### src/shared/cwd_pkg.sv
package cwd_pkg;

    // ----------------------------------------------------------------
    // configuration word layout
    // ----------------------------------------------------------------
    localparam int unsigned CFG_WIDTH       = 12;      // word width
    localparam int unsigned PROT_MSB        = 11;      // protect field top
    localparam int unsigned PROT_LSB        = 3;       // protect field bottom
    localparam int unsigned PROT_BIT_OLD    = 3;       // single protect bit, older parts
    localparam int unsigned WDOG_EN_BIT     = 2;       // watchdog enable bit
    localparam int unsigned OSC_MSB         = 1;       // oscillator field top
    localparam int unsigned OSC_LSB         = 0;       // oscillator field bottom

    // ----------------------------------------------------------------
    // apb register map
    // ----------------------------------------------------------------
    localparam logic [11:0] ADDR_CFG_WORD   = 12'h000; // raw word, write while unlocked
    localparam logic [11:0] ADDR_CTRL       = 12'h004; // bit0 lock, bit1 variant, bit2 factory
    localparam logic [11:0] ADDR_STATUS     = 12'h008; // decoded settings
    localparam logic [11:0] ADDR_FACT_OSC   = 12'h00c; // factory oscillator value

    // ----------------------------------------------------------------
    // reset values and load settle count
    // ----------------------------------------------------------------
    localparam logic [11:0] CFG_RESET       = 12'hfff; // erased word: unprotected, r-c, watchdog on
    localparam logic [2:0]  CTRL_RESET      = 3'h0;    // unlocked, multi-bit, user osc
    localparam logic [1:0]  FACT_OSC_RESET  = 2'h3;    // resistor-capacitor by default
    localparam int unsigned LOAD_CYCLES     = 2;       // settle count that ends load; load lasts 3 cycles after lock

    // literal names differ from the one-hot mode ports, which import the package
    typedef enum logic [1:0] {
        OSC_LOW_POWER,
        OSC_STANDARD,
        OSC_HIGH_SPEED,
        OSC_RES_CAP
    } cwd_osc_t;

    typedef enum {
        CWD_PROGRAM,
        CWD_LOAD,
        CWD_RUN
    } cwd_state_t;

endpackage

### src/verilog/cwd_word_store.sv
`timescale 1ns/1ps
// holds the raw word written by the programmer; read data registered
module cwd_word_store #(
    parameter int unsigned WIDTH = 12
) (
    input  wire logic             pclk,
    input  wire logic             presetn,
    input  wire logic             wr_en,
    input  wire logic [WIDTH-1:0] wr_data,
    output logic      [WIDTH-1:0] rd_data
);
    import cwd_pkg::*;

    // elaboration-time refusal of a width the decoder cannot serve
    if (WIDTH != CFG_WIDTH) begin : g_bad_width
        $error("word store width must be the config width");
    end

    logic [WIDTH-1:0] word_q;   // stored word

    // ----------------------------------------------------------------
    // storage and registered read
    // ----------------------------------------------------------------
    always_ff @(posedge pclk or negedge presetn) begin
        if (!presetn) begin
            word_q  <= CFG_RESET;
            rd_data <= CFG_RESET;
        end else begin
            if (wr_en) begin
                word_q <= wr_data;
            end
            rd_data <= word_q;
        end
    end
endmodule

### src/verilog/cwd_field_decode.sv
`timescale 1ns/1ps
// splits the configuration word into its settings
module cwd_field_decode (
    input  wire logic [11:0] word,
    input  wire logic        older_variant,
    input  wire logic        factory_part,
    input  wire logic [1:0]  factory_osc,
    output logic             code_protect_n,
    output logic             watchdog_enable_cfg,
    output logic [1:0]       osc_type_select
);
    import cwd_pkg::*;

    // multi-bit parts: protection off only when every protect bit is 1; older parts use bit 3 alone
    wire all_prot_n = &word[PROT_MSB:PROT_LSB];
    wire old_prot_n = word[PROT_BIT_OLD];

    assign code_protect_n      = older_variant ? old_prot_n : all_prot_n;
    assign watchdog_enable_cfg = word[WDOG_EN_BIT];
    // factory parts ignore the user's field entirely
    assign osc_type_select     = factory_part ? factory_osc
                                              : word[OSC_MSB:OSC_LSB];
endmodule

### src/verilog/cwd_top.sv
// Implementation choices: the placing of the registers and the APB slave port.
`timescale 1ns/1ps
module cwd_top (
    input  wire logic        pclk,
    input  wire logic        presetn,
    input  wire logic        psel,
    input  wire logic        penable,
    input  wire logic        pwrite,
    input  wire logic [11:0] paddr,
    input  wire logic [31:0] pwdata,
    output logic      [31:0] prdata,
    output logic             pready,
    output logic             pslverr,
    output logic             code_protect_n,
    output logic             watchdog_enable_cfg,
    output cwd_pkg::cwd_osc_t osc_type_select,
    output logic             low_power_crystal_mode,
    output logic             standard_crystal_mode,
    output logic             high_speed_crystal_mode,
    output logic             resistor_capacitor_osc_mode,
    output logic             config_valid
);
    import cwd_pkg::*;

    // ----------------------------------------------------------------
    // apb decode
    // ----------------------------------------------------------------
    wire setup_ph  = psel & ~penable;          // first cycle of a transfer
    wire acc_ph    = psel & penable;           // access, answered at once
    wire wr_acc    = acc_ph & pwrite;
    wire hit_word  = (paddr == ADDR_CFG_WORD);
    wire hit_ctrl  = (paddr == ADDR_CTRL);
    wire hit_stat  = (paddr == ADDR_STATUS);
    wire hit_fosc  = (paddr == ADDR_FACT_OSC);
    wire mapped    = hit_word | hit_ctrl | hit_stat | hit_fosc;

    cwd_state_t state_q;                       // programming / load / run
    cwd_state_t state_d;
    logic [2:0]  ctrl_q;                       // lock, older variant, factory
    logic [1:0]  fosc_q;                       // factory oscillator value
    logic [1:0]  cnt_q;                        // settle counter
    logic [11:0] word_rd;                      // stored word
    logic        locked;

    assign locked = (state_q != CWD_PROGRAM);

    // writes to the word and the variant straps are refused once locked,
    // so nothing the block decodes can move while running
    wire word_we = wr_acc & hit_word & ~locked;
    wire ctrl_we = wr_acc & hit_ctrl & ~locked;
    wire fosc_we = wr_acc & hit_fosc & ~locked;
    // refused request: unmapped, or a write while locked (status writes are ignored)
    wire err_cond = ~mapped | (pwrite & locked & ~hit_stat);

    // ----------------------------------------------------------------
    // word storage
    // ----------------------------------------------------------------
    cwd_word_store #(
        .WIDTH (CFG_WIDTH)
    ) cwd_word_store_i (
        .pclk    (pclk),
        .presetn (presetn),
        .wr_en   (word_we),
        .wr_data (pwdata[11:0]),
        .rd_data (word_rd)
    );

    // ----------------------------------------------------------------
    // decode of the stored word
    // ----------------------------------------------------------------
    logic       dec_prot_n;
    logic       dec_wdog;
    logic [1:0] dec_osc;

    cwd_field_decode cwd_field_decode_i (
        .word                (word_rd),
        .older_variant       (ctrl_q[1]),
        .factory_part        (ctrl_q[2]),
        .factory_osc         (fosc_q),
        .code_protect_n      (dec_prot_n),
        .watchdog_enable_cfg (dec_wdog),
        .osc_type_select     (dec_osc)
    );

    // ----------------------------------------------------------------
    // sequencing: program, then load settle, then run until reset
    // ----------------------------------------------------------------
    always_comb begin
        state_d = state_q;
        case (state_q)
            CWD_PROGRAM: begin
                if (wr_acc & hit_ctrl & pwdata[0]) begin
                    state_d = CWD_LOAD;        // lock requested
                end
            end
            CWD_LOAD: begin
                if (cnt_q == 2'(LOAD_CYCLES)) begin
                    state_d = CWD_RUN;
                end
            end
            CWD_RUN:  state_d = CWD_RUN;       // only reset leaves run
            default:  state_d = CWD_PROGRAM;
        endcase
    end

    // ----------------------------------------------------------------
    // control state
    // ----------------------------------------------------------------
    always_ff @(posedge pclk or negedge presetn) begin
        if (!presetn) begin
            state_q <= CWD_PROGRAM;
            ctrl_q  <= CTRL_RESET;
            fosc_q  <= FACT_OSC_RESET;
            cnt_q   <= 2'h0;
        end else begin
            state_q <= state_d;
            if (ctrl_we) begin
                ctrl_q <= pwdata[2:0];
            end
            if (fosc_we) begin
                fosc_q <= pwdata[1:0];
            end
            // count only while loading; stored word needs a cycle to reach the decoder
            cnt_q <= (state_q == CWD_LOAD) ? cnt_q + 2'h1 : 2'h0;
        end
    end

    // ----------------------------------------------------------------
    // decoded outputs, captured once on entering run and then held
    // ----------------------------------------------------------------
    wire capture = (state_q == CWD_LOAD) & (state_d == CWD_RUN);

    always_ff @(posedge pclk or negedge presetn) begin
        if (!presetn) begin
            code_protect_n              <= 1'b1;
            watchdog_enable_cfg         <= 1'b0;
            osc_type_select             <= OSC_RES_CAP;
            low_power_crystal_mode      <= 1'b0;
            standard_crystal_mode       <= 1'b0;
            high_speed_crystal_mode     <= 1'b0;
            resistor_capacitor_osc_mode <= 1'b0;
            config_valid                <= 1'b0;
        end else if (capture) begin
            code_protect_n              <= dec_prot_n;
            watchdog_enable_cfg         <= dec_wdog;
            osc_type_select             <= cwd_osc_t'(dec_osc);
            low_power_crystal_mode      <= (dec_osc == 2'h0);
            standard_crystal_mode       <= (dec_osc == 2'h1);
            high_speed_crystal_mode     <= (dec_osc == 2'h2);
            resistor_capacitor_osc_mode <= (dec_osc == 2'h3);
            config_valid                <= 1'b1;
        end
    end

    // ----------------------------------------------------------------
    // apb read data and answer; zero wait states
    // ----------------------------------------------------------------
    wire [31:0] stat_word = {24'h0, 1'b0, config_valid, 1'b0,
                             code_protect_n, watchdog_enable_cfg, osc_type_select,
                             locked};
    wire [31:0] rd_mux = hit_word ? {20'h0, word_rd}
                       : hit_ctrl ? {29'h0, ctrl_q[2:1], locked}
                       : hit_stat ? stat_word
                       : hit_fosc ? {30'h0, fosc_q}
                       : 32'h0;

    always_ff @(posedge pclk or negedge presetn) begin
        if (!presetn) begin
            prdata  <= 32'h0;
            pready  <= 1'b0;
            pslverr <= 1'b0;
        end else begin
            // answer registered from setup, so ready is high in the access cycle
            pready  <= setup_ph;
            pslverr <= setup_ph & err_cond;
            prdata  <= (setup_ph & ~pwrite) ? rd_mux : 32'h0;
        end
    end

endmodule

### config.mk
export PLATFORM = sky130hd
export DESIGN_NAME = cwd_top
export DESIGN_NICKNAME = d
export VERILOG_FILES = /design/src/shared/cwd_pkg.sv /design/src/verilog/cwd_word_store.sv /design/src/verilog/cwd_field_decode.sv /design/src/verilog/cwd_top.sv
export SDC_FILE = /design/constraint.sdc
export NUM_CORES = 1
export LEC_CHECK = 0
export BUFFER_PORTS_ARGS = -buffer_cell sky130_fd_sc_hd__buf_4
export CORE_MARGIN = 1
export CORE_UTILIZATION = 35
export DETAILED_ROUTE_END_ITERATION = 10
export HOLD_SLACK_MARGIN = 0.02
export PLACE_DENSITY = 0.67
export SYNTH_ARGS = -nofsm -noshare
export SYNTH_HDL_FRONTEND = slang
export SYNTH_SLANG_ARGS = --single-unit
### constraint.sdc
create_clock -name pclk -period 1.9 [get_ports pclk]
set_clock_uncertainty 0.15 [all_clocks]
set_input_delay 0.475 -clock pclk [delete_from_list [all_inputs] [get_ports pclk]]
set_output_delay 0.475 -clock pclk [all_outputs]
set_load 0.03 [all_outputs]
=== After elaboration in Yosys (flattened, before gate mapping) ===
Index checks and enable logic that the tools add are counted.

* Register bits after elaboration: 86
* Input port bits: 49
* Output and inout port bits: 43
* Logic and storage cells: 69

* Add/sub/neg operators: 1
* Equality and inequality tests: 11
* Multiplexer cells: 11
* Bitwise operators: 24
* Reduce and logical (&&, ||, !) cells: 5

{| class="wikitable"
|+ Operators with widths
! cell !! count
|-
| 32-bit one-hot mux with 3 select lines || 1
|-
| 32-bit by 2-bit equality test with 1-bit output (second input constant) || 2
|-
| 32-bit two-way mux || 2
|-
| 32-bit by 1-bit equality test with 1-bit output (second input constant) || 1
|-
| 32-bit by 3-bit equality test with 1-bit output (second input constant) || 1
|-
| 32-bit logical NOT || 1
|-
| 32-bit nonzero test || 1
|-
| 12-bit by 4-bit equality test with 1-bit output (second input constant) || 2
|-
| 12-bit two-way mux || 2
|-
| 1-bit bitwise AND || 15
|-
| 7-bit two-way mux || 2
|-
| 12-bit by 3-bit equality test with 1-bit output (second input constant) || 1
|-
| 12-bit logical NOT || 1
|-
| 9-bit AND reduction || 1
|-
| 2-bit equality test (second input constant) || 3
|-
| 2-bit two-way mux || 3
|-
| 1-bit inverter || 5
|-
| 1-bit OR || 4
|-
| 2-bit by 1-bit adder with 2-bit output (second input constant) || 1
|-
| 2-bit by 1-bit equality test with 1-bit output (second input constant) || 1
|-
| 2-bit logical NOT || 1
|-
| 1-bit two-way mux || 1
|}

=== Longest topological paths before layout ===
Gate-level depths: netlist of the first run.

* Word-level depth: 8
* Depth in mapped cells: 6
* Depth with buffers taken out: 5

=== Hierarchy ===
A second synthesis of the first run with hierarchy kept.

* Cell total of the unflattened synthesis: 221
* Area total of the unflattened synthesis: 3228.1 um^2

{| class="wikitable"
|+ By module, submodules not included
! module !! instances !! cells each !! area each (um^2) !! seq. area each (um^2)
|-
| cwd_top || 1 || 177 || 2359.8 || 1532.7
|-
| cwd_word_store || 1 || 37 || 814.5 || 630.6
|-
| cwd_field_decode || 1 || 7 || 53.8 || 0.0
|}

=== Worst setup path before layout of the first run ===
No wires, ideal clock.

* Path type: input-to-reg
* Start: input port paddr[9]
* End: register cwd_word_store_i.word_q[0]
* Library setup time: 82 ps
* Arrival time: 1915 ps
* Required time: 1668 ps
* Slack: -247 ps
* Stages on the path: 5
* Path buffers: 1
* Path through: nor4_1 -> nand3_1 -> nor4_2 -> buf_4 -> mux2_2

* Word-level cells in the longest chain between the ends: 3

{| class="wikitable"
|+ Ends and longest elaborated chain
! element !! RTL line !! text
|-
| from (decl) || cwd_top.sv:9 || <nowiki>input wire logic [11:0] paddr,</nowiki>
|-
| 12-bit logical NOT || cwd_top.sv:31 || <nowiki>wire hit_word = (paddr == ADDR_CFG_WORD);</nowiki>
|-
| 1-bit bitwise AND (2 in a row) || cwd_top.sv:49 || <nowiki>wire word_we = wr_acc & hit_word & ~locked;</nowiki>
|-
| to (signal assigned) || cwd_word_store.sv:30 || <nowiki>word_q <= wr_data;</nowiki>
|-
| to (decl) || cwd_word_store.sv:19 || <nowiki>logic [WIDTH-1:0] word_q;</nowiki>
|}

Every way passes these cells.
A chain may end at the register's enable or synchronous reset.

=== Worst setup path after layout of the first run ===
* Start: register state_q[6]
* End: register cwd_word_store_i.word_q[1]

* Word-level cells in the longest chain between the ends: 3

{| class="wikitable"
|+ Ends and longest elaborated chain
! element !! RTL line !! text
|-
| from (decl) || cwd_top.sv:37 || <nowiki>cwd_state_t state_q;</nowiki>
|-
| from (signal assigned) || cwd_top.sv:116 || <nowiki>state_q <= state_d;</nowiki>
|-
| 32-bit nonzero test || cwd_top.sv:45 || <nowiki>assign locked = (state_q != CWD_PROGRAM);</nowiki>
|-
| 1-bit inverter || cwd_top.sv:49 ||
|-
| 1-bit bitwise AND || cwd_top.sv:49 ||
|}

Every way passes these cells.

==> flow_summary.yaml, run 1 <==
floorplan:
  initial_utilization: 0.365
  rows: 34
  io_pins: 92
  dieArea_sq_um: 9520
  fp.coreArea_sq_um: 8760
  die_x_um: 97.6
  fp.dieH_um: 97.6
synth:
  yosysSeqAreaShare: 0.677
  ys_ff_latch: 85
  async_flop_share: 1.00
  synth.most_common_cell: "dfrtp_1"
  synth_top_area_share: 0.438
  syn_inst: 222
  yosys-top-cells-area: "dfrtp_1, dfstp_2, mux2_2"
  ys_types: 35
  synth_area_sq_um: 3200
  yosysTopAreaCell: "dfrtp_1"
  ys.flop_type: "dfrtp_1"
  avgSynthCellArea_sq_um: 14.4
  ys_top_cells_by_count: "dfrtp_1, dfstp_2, mux2_2, buf_4, nor2_1"
  synth_edf_count: 0
  ys.warnings.count: 0
place:
  gp_congestion: 0.786
  dp.cells: 431
  place_ws_ps: -429
  hpwl_um: 4010
  numPortBuffers: 51
drt:
  drt_iter0_drc: 56
  met1_length_um: 2640
  wl_per_cell_um: 12.8
  first_pass_iters: 4
  avgViaCountPerCell: 4.37
  route.top_layer_used: "met4"
  via_count: 1989
  wl_um: 5850
  met3_length_um: 285
  ant_nets: 0
  drc_errors: 0
  wl_met2_um: 2780
timing:
  holdWs_ps: 200
  max_clock_freq_mhz: 494
  post-route-period-util: 1.06
  setup_viol: 24
  hold_viol_final: 0
  timing_max_transition_violations_final: 0
  rsz0062_at_grt: "yes"
  min_period_ps: 2020
  setup_slack_ps: -122
  tns_ps: -2100
setup_path:
  crit_arrival_ps: 2150
  reg2reg_slack_ps: -120
  cp_common_cell: "nor4_4"
  cp-start-kind: "flop"
  cp_slowest_cell: "dfrtp_1"
  crit_path_max_fanout: 6
  path_class: "reg -> reg"
  path_cells: "nor4_4, nand4_1, nor4_4, buf_6, buf_12, mux2_4"
  endpoint_kind: "flop"
  crit_required_ps: 2030
  max_stage_delay_ps: 410
global_routing:
  overflow: 0
  antenna_found_initial: 0
  grt_start_max_net_pins: 39
  grt_usage: 0.128
  grt_pass1_wl_um: 9490
  grt_pass1_vias: 1967
clock_network:
  clockBufferDepth: 2
  cts_inserted_buffers: 9
  cts_tree: "built"
  clock_latency_ps: 350
  clk_pin_slew_ps: 90
  root_buffer: "clkbuf_8"
  cts_htree_levels: 3
  numClockSinks: 85
cells_and_area:
  stdcell_count: 455
  drive_gt1_frac: 0.496
  fillers: 750
  fin_util: 0.507
  synthToLayoutAreaGrowth_pct: 38.9
  antenna_cells: 0
  nets: 392
pwr:
  ir_worst_vdd_uv: 373
  p_per_area_nw_per_um2: 766
  p_leak_nw: 2.06
status:
  violations: "negative setup slack"
  status: "finished, violations left"
worst_hold_path:
  min_path_type: "in -> reg"
job:
  max-cap-violations: 0
placed cells by master (no fill, tap or decap), types with 2 or more instances in the layout:
master	synthesis	layout
dfstp_2	29	29
nor3_2	0	2
nor2b_1	4	4
nor3_1	6	3
or2_2	2	2
mux2_4	0	18
clkbuf_8	0	9
nor3b_1	2	2
a21oi_1	2	2
nand4_1	6	6
conb_1	1	50
buf_4	21	73
dfrtp_1	56	56
nor2_1	14	14
nand2_1	4	4
nor4_1	12	3
mux2_2	24	6
inv_1	4	4
nor4_2	1	8
and2_1	6	6
buf_6	0	7
buf_12	0	2
inv_6	0	2
clkbuf_16	0	2
nor4_4	2	4
mux2i_1	8	8
flip-flops by register name, indices dropped and copies added, names as in the netlist:
register,cells
prdata,12
resistor_capacitor_osc_mode,1
fosc_q,2
pready,1
cwd_word_store_i.word_q,12
config_valid,1
watchdog_enable_cfg,1
state_q,32
pslverr,1
high_speed_crystal_mode,1
standard_crystal_mode,1
osc_type_select,2
ctrl_q,2
low_power_crystal_mode,1
code_protect_n,1
cnt_q,2
cwd_word_store_i.rd_data,12
area by class of cell:
| class | count | area (sq um) | share of cell area |
|---|---|---|---|
| sequential | 85 | 2160 | 0.487 |
| multi-input combinational | 158 | 1200 | 0.271 |
| timing repair buffer | 84 | 704 | 0.159 |
| clock buffer | 11 | 174 | 0.0392 |
| tap | 108 | 135 | 0.0304 |
| clock inverter | 5 | 43.8 | 0.00986 |
| inverter | 4 | 15.0 | 0.00338 |
power breakdown:
| group | leakage [nW] | internal (mW) | switching, mW |
|---|---|---|---|
| Combinational | 0.941 | 0.0784 | 0.136 |
| Sequential | 1.01 | 1.85 | 0.0167 |
| Clock | 0.113 | 0.656 | 0.669 |
final timing paths:
path,startpoint,to,cells after the start
setup / recovery,state_q[6],cwd_word_store_i.word_q[1],6
hold / removal,pwdata[9],cwd_word_store_i.word_q[9],2
setup reg to reg,state_q[6],cwd_word_store_i.word_q[1],6
hold reg to reg,cwd_word_store_i.word_q[10],cwd_word_store_i.rd_data[10],0
max in group asynchronous,presetn,osc_type_select[1],3
min in group asynchronous,presetn,prdata[10],2
critical path, delay by kind of cell (launching register included):
family,cells,cell delay (ps)
flops,1,410
buf+inv,2,300
simple gates,3,810
mux,1,300
stage by stage:
stage                     cell area, sq um  total power [mW]
after floorplan                       3440              2.01
after global routing                  4440              3.54
after detailed placement              4000              2.10
after CTS                             4350              3.43
final                                 4440              3.40
after global placement                4000              2.09
layer usage:
layer / track usage / up-vias
met5: 0 / -
met4: 0.0814 / 0
met3: 0.0216 / 12
met2: 0.197 / 77
met1: 0.168 / 955
li1: - / 945
timing repair:
item / in CTS / in global routing
hold endpoints to repair: 8 / 0
buffers inserted: 6 / 1
gates resized for setup: 14 / 17
setup endpoints to repair: 29 / 30
hold buffers: 1 / 0
pin swaps: 8 / 16
gates cloned: 1 / 0
logic make-up (layout without fill, tap and decap cells):
logic type,Yosys count,count (layout),share of synthesized area
AOI/OAI and AO/OA,6,6,0.0133
xor gates and xnor gates,1,1,0.00274
adders and majority gates,1,1,0.00391
buffers and inverters,28,104,0.0575
DFF,85,85,0.677
muxes,33,33,0.117
other,1,50,0.00117
and+or+nand+nor,67,67,0.128
(Power assumes the default switching activity.)
==> run 2, diff against run 1 <==
Settings changed: ABC_AREA from default to 1, PLACE_DENSITY 0.67 to 0.64.
Clock period 1.9 ns to 2.5 ns, I/O delays scaled along.
==> flow_summary.yaml, run 2 <==
timing:
  setup_viol: 0
  holdWs_ps: 93.4
  hold_viol_final: 0
  tightest_slew_ps: 497
  slew_headroom: 0.659
  max_clock_freq_mhz: 526
  timing_max_transition_violations_final: 0
  min_period_ps: 1900
  post-route-period-util: 0.761
  tns_ps: 0
  rsz0062_at_grt: "no"
global_routing:
  grt_pass1_wl_um: 9960
  grt_pass1_vias: 2193
  antenna_found_initial: 0
  grt_start_max_net_pins: 46
  overflow: 0
  grt_usage: 0.131
clock_network:
  cts_tree: "built"
  cts_resized: 0
  ctsHoldBuffers: 0
  cts_htree_levels: 3
  cts_inserted_buffers: 9
  clockBufferDepth: 2
  root_buffer: "clkbuf_8"
  clock_latency_ps: 360
  clk_pin_slew_ps: 80
  numClockSinks: 85
  post_cts_buffers: 0
pwr:
  p_per_area_nw_per_um2: 614
  p_leak_nw: 1.98
  ir_worst_vdd_uv: 255
cells_and_area:
  drive_gt1_frac: 0.292
  final_common_cell: "nand2_1"
  largest_reg_flops: 32
  largest-register: "state_q"
  antenna_cells: 0
  synthToLayoutAreaGrowth_pct: 23.0
  final_cell_mix: "nand2_1, dfrtp_1, buf_4"
  nets: 463
  fillers: 903
synth:
  syn_inst: 324
  ys_types: 27
  ys.flop_type: "dfrtp_1"
  ys_top_cells_by_count: "nand2_1, dfrtp_1, nor2_1, dfstp_2, nand3_1"
  ys_ff_latch: 85
  yosysSeqAreaShare: 0.641
  yosys-top-cells-area: "dfrtp_1, dfstp_2, nand2_1"
  avgSynthCellArea_sq_um: 10.4
  yosysTopAreaCell: "dfrtp_1"
  ys.warnings.count: 0
  synth.most_common_cell: "nand2_1"
  synth_top_area_share: 0.415
  synth_edf_count: 0
  async_flop_share: 1.00
  synth_area_sq_um: 3370
place:
  numPortBuffers: 51
  hpwl_um: 4250
  gp_congestion: 0.804
drt:
  drt_iter0_drc: 63
  wl_per_cell_um: 10.5
  drc_errors: 0
  ant_nets: 0
  first_pass_iters: 4
  wl_um: 5740
  via_count: 2263
  avgViaCountPerCell: 4.14
floorplan:
  rows: 35
  initial_utilization: 0.363
  die_x_um: 100
  fp.coreArea_sq_um: 9280
  io_pins: 92
  fp.dieH_um: 100
  dieArea_sq_um: 10000
setup_path:
  cp-start-kind: "flop"
  crit_required_ps: 2620
  crit_arrival_ps: 2020
  crit_path_max_fanout: 15
  endpoint_kind: "flop"
  path_class: "reg -> reg"
worst_hold_path:
  min_path_type: "in -> async"
job:
  max-cap-violations: 0
status:
  status: "complete, no violations"
## run 2: changes by cell type in the layout (fill, tap and decap cells not counted), sizes merged, moves of 3 or more
cell	previous run	this run
nand2	4	76
nor2	14	49
buf	83	54
mux2	24	0
nand3	2	24
o21ai	1	21
inv	8	25
nor4	15	0
mux2i	8	1
and2	6	0
nor2b	4	0
o21a	0	3
## run 2: final cells by class
class	instances	area (sq um)	area share
multi-input cells	243	1130	0.272
clock buffers	9	124	0.0298
well taps	129	161	0.0389
repair buffers	54	418	0.101
inverters	20	75.1	0.0181
clock inverters	7	80.1	0.0193
flip-flops and latches	85	2160	0.521
## run 2: per-layer routing
metal | GRT usage | vias to the layer above | part of all wire | wire length (um)
li1 | - | 1139 | - | -
met1 | 0.177 | 1056 | 0.48 | 2770
met2 | 0.192 | 56 | 0.45 | 2590
met3 | 0.0355 | 12 | 0.043 | 248
met4 | 0.0680 | 0 | 0.024 | 135
met5 | 0 | - | 0 | 0
## run 2: power by group
part / leakage, nW / internal (mW) / switching, mW
combinational: 0.861 / 0.0433 / 0.106
clock: 0.107 / 0.478 / 0.513
sequential: 1.01 / 1.40 / 0.00646
total: 1.98 / 1.92 / 0.625
## run 2: through the flow
stage | utilization | std cells | instance area [sq um] | power, mW | setup slack (ps)
2_1_floorplan | - | 373 | 3560 | 1.53 | 736
4_1_cts | 0.447 | 547 | 4150 | 2.59 | 562
6_report | 0.447 | 547 | 4150 | 2.55 | 597
3_5_place_dp | 0.425 | 531 | 3950 | 1.59 | 269
5_1_grt | 0.447 | 547 | 4150 | 2.66 | 357
3_3_place_gp | 0.425 | 531 | 3950 | 1.58 | 303
## run 2: cells by family (layout without fill, tap and decap cells)
group           count (synthesis)  after routing  share of synthesized area
other cells                     1             50                    0.00111
compound gates                 29             29                     0.0549
simple gates                  162            162                      0.218
fa+ha+maj                       1              1                    0.00371
flops                          85             85                      0.641
buf+inv                        45             90                     0.0786
mux                             1              1                    0.00297
## run 2: critical path: stages, from the launching register on
cell	delay, ps
dfrtp_1	360
nor2_1	100
nand2_1	60
nor2_1	240
nand3_1	180
nor2_4	330
nand2_4	190
o21ai_0	210
## run 2: worst paths after layout
check | start | end | slack [ps] | cells after the start
setup reg to reg | state_q[14] | cwd_word_store_i.word_q[1] | 600 | 7
hold / removal | presetn | prdata[1] | 90 | 1
min in group pclk | cwd_word_store_i.word_q[4] | cwd_word_store_i.rd_data[4] | 210 | 0
hold reg to reg | cwd_word_store_i.word_q[4] | cwd_word_store_i.rd_data[4] | 210 | 0
setup / recovery | state_q[14] | cwd_word_store_i.word_q[1] | 600 | 7
max in group asynchronous | presetn | cwd_word_store_i.rd_data[5] | 1440 | 2
==> run 3, diff against run 2 <==
Settings changed: PLACE_DENSITY 0.64 to 0.66.
Clock period 2.5 ns to 1.55 ns, I/O delays scaled along.
==> flow_summary.yaml, run 3 (same netlist as run 2, synthesis figures left out) <==
setup_path:
  crit_required_ps: 1680
  path_class: "reg -> reg"
  crit_path_max_fanout: 7
  path_delay_family: "simple AND/OR/NAND/NOR gates"
  cp_slowest_cell: "dfrtp_1"
  cp-start-kind: "flop"
  max_stage_delay_ps: 380
  worst_r2r_path_depth: 8
  timing.rr.end: "ctrl_q[2]"
  endpoint_kind: "flop"
  reg2reg_slack_ps: -80
  path_cells: "nor2_1, nand2_1, nor2_4, nand3_2, nor2_4, buf_12, nand2_4, o21ai_0"
  cp_common_cell: "nor2_4"
  crit_arrival_ps: 1770
  r2r_start: "state_q[8]"
  crit_buf_inv: 1
job:
  max-cap-violations: 0
status:
  status: "finished, violations left"
  violations: "negative setup slack"
drt:
  drt_iter0_drc: 62
  first_pass_iters: 4
  ant_nets: 0
  via_count: 2524
  avgViaCountPerCell: 4.30
  drc_errors: 0
  wl_um: 7060
  wl_per_cell_um: 12.0
cells_and_area:
  final_cell_mix: "buf_4, nand2_1, dfrtp_1"
  seq_area_sq_um: 2160
  largest_reg_flops: 32
  stdcell_count: 587
  multi_input_area_sq_um: 1350
  drive_gt1_frac: 0.452
  final_common_cell: "buf_4"
  fin_area_sq_um: 4710
  largest-register: "state_q"
  fillers: 821
  fin_util: 0.508
  nets: 503
  antenna_cells: 0
  synthToLayoutAreaGrowth_pct: 39.7
floorplan:
  fp.dieH_um: 100
  rows: 35
  fp.coreArea_sq_um: 9280
  initial_utilization: 0.363
  io_pins: 92
  die_x_um: 100
  dieArea_sq_um: 10000
place:
  hpwl_um: 4880
  place_ws_ps: -334
  dpl_cell_area_sq_um: 4150
  dp.cells: 556
  gp_congestion: 0.815
  numPortBuffers: 51
global_routing:
  overflow: 0
  grt_pass1_wl_um: 11700
  grt_start_max_net_pins: 30
  grt_pass1_vias: 2560
  grt_usage: 0.151
  antenna_found_initial: 0
pwr:
  p_per_area_nw_per_um2: 865
  total_power_mw: 4.08
  ir_worst_vdd_uv: 346
  p_leak_nw: 2.25
timing:
  post-route-period-util: 1.05
  tns_ps: -826
  setup_slack_ps: -84.9
  hold_viol_final: 0
  max_clock_freq_mhz: 612
  min_period_ps: 1630
  setup_viol: 20
  rsz0062_at_grt: "yes"
  timing_max_transition_violations_final: 0
  holdWs_ps: 73.4
clock_network:
  cts_htree_levels: 3
  cts_inserted_buffers: 9
  cts_tree: "built"
  numClockSinks: 85
  clock_latency_ps: 360
  clockBufferDepth: 2
  clk_pin_slew_ps: 100
  root_buffer: "clkbuf_8"
worst_hold_path:
  hp-start: "pwdata[7]"
  holdPathEnd: "cwd_word_store_i.word_q[7]"
  hold_depth: 3
  min_path_type: "in -> reg"
-- run 3: cell types whose count changed in the layout (fill, tap and decap cells not counted), moves of 11 or more --
cell and change:
buf_4 +26, nand2_1 -12, nand3_1 -11, nand3_2 +11, nor2_1 -12
-- run 3: repair_timing --
action                     CTS  global route
gates resized for setup     33            46
gates cloned                 3             0
buffers inserted             4             7
hold buffers                 1             0
setup endpoints to repair   30            36
pin swaps                    9            20
hold endpoints to repair     8             0
-- run 3: area by class of cell --
class                           count  share of cell area
Sequential cell                    85               0.459
Multi-Input combinational cell    245               0.286
Timing Repair Buffer               92               0.164
Tap cell                          129              0.0342
Clock buffer                        9              0.0263
Inverter                           20              0.0165
Clock inverter                      7              0.0138
-- run 3: where the power goes --
group	switching [mW]	leakage, nW	internal [mW]
registers	0.0135	1.01	2.26
logic	0.190	1.15	0.0975
clock network	0.888	0.0947	0.624
-- run 3: worst max path at each step --
stage	from	cells past startpoint	end	slack, ps
3_5_place_dp	paddr[5]	8	ctrl_q[1]	-330
6_report	state_q[8]	8	ctrl_q[2]	-80
4_1_cts	state_q[2]	9	ctrl_q[2]	-50
5_1_grt	state_q[10]	8	ctrl_q[2]	-130
3_3_place_gp	paddr[7]	9	cwd_word_store_i.word_q[8]	-320
2_1_floorplan	paddr[7]	9	cwd_word_store_i.word_q[10]	20
-- run 3: worst register-to-register path, delay by kind of cell, from the launching register on --
kind	cells	cell delay, ps
flops	1	380
buf+inv	1	160
compound gates	1	170
simple gates	6	710
-- run 3: layer usage --
| layer | share of wire | GRT usage | wire (um) |
|---|---|---|---|
| met1 | 0.44 | 0.197 | 3120 |
| met2 | 0.50 | 0.249 | 3550 |
| met5 | 0 | 0 | 0 |
| met3 | 0.035 | 0.0272 | 247 |
| met4 | 0.020 | 0.0658 | 140 |
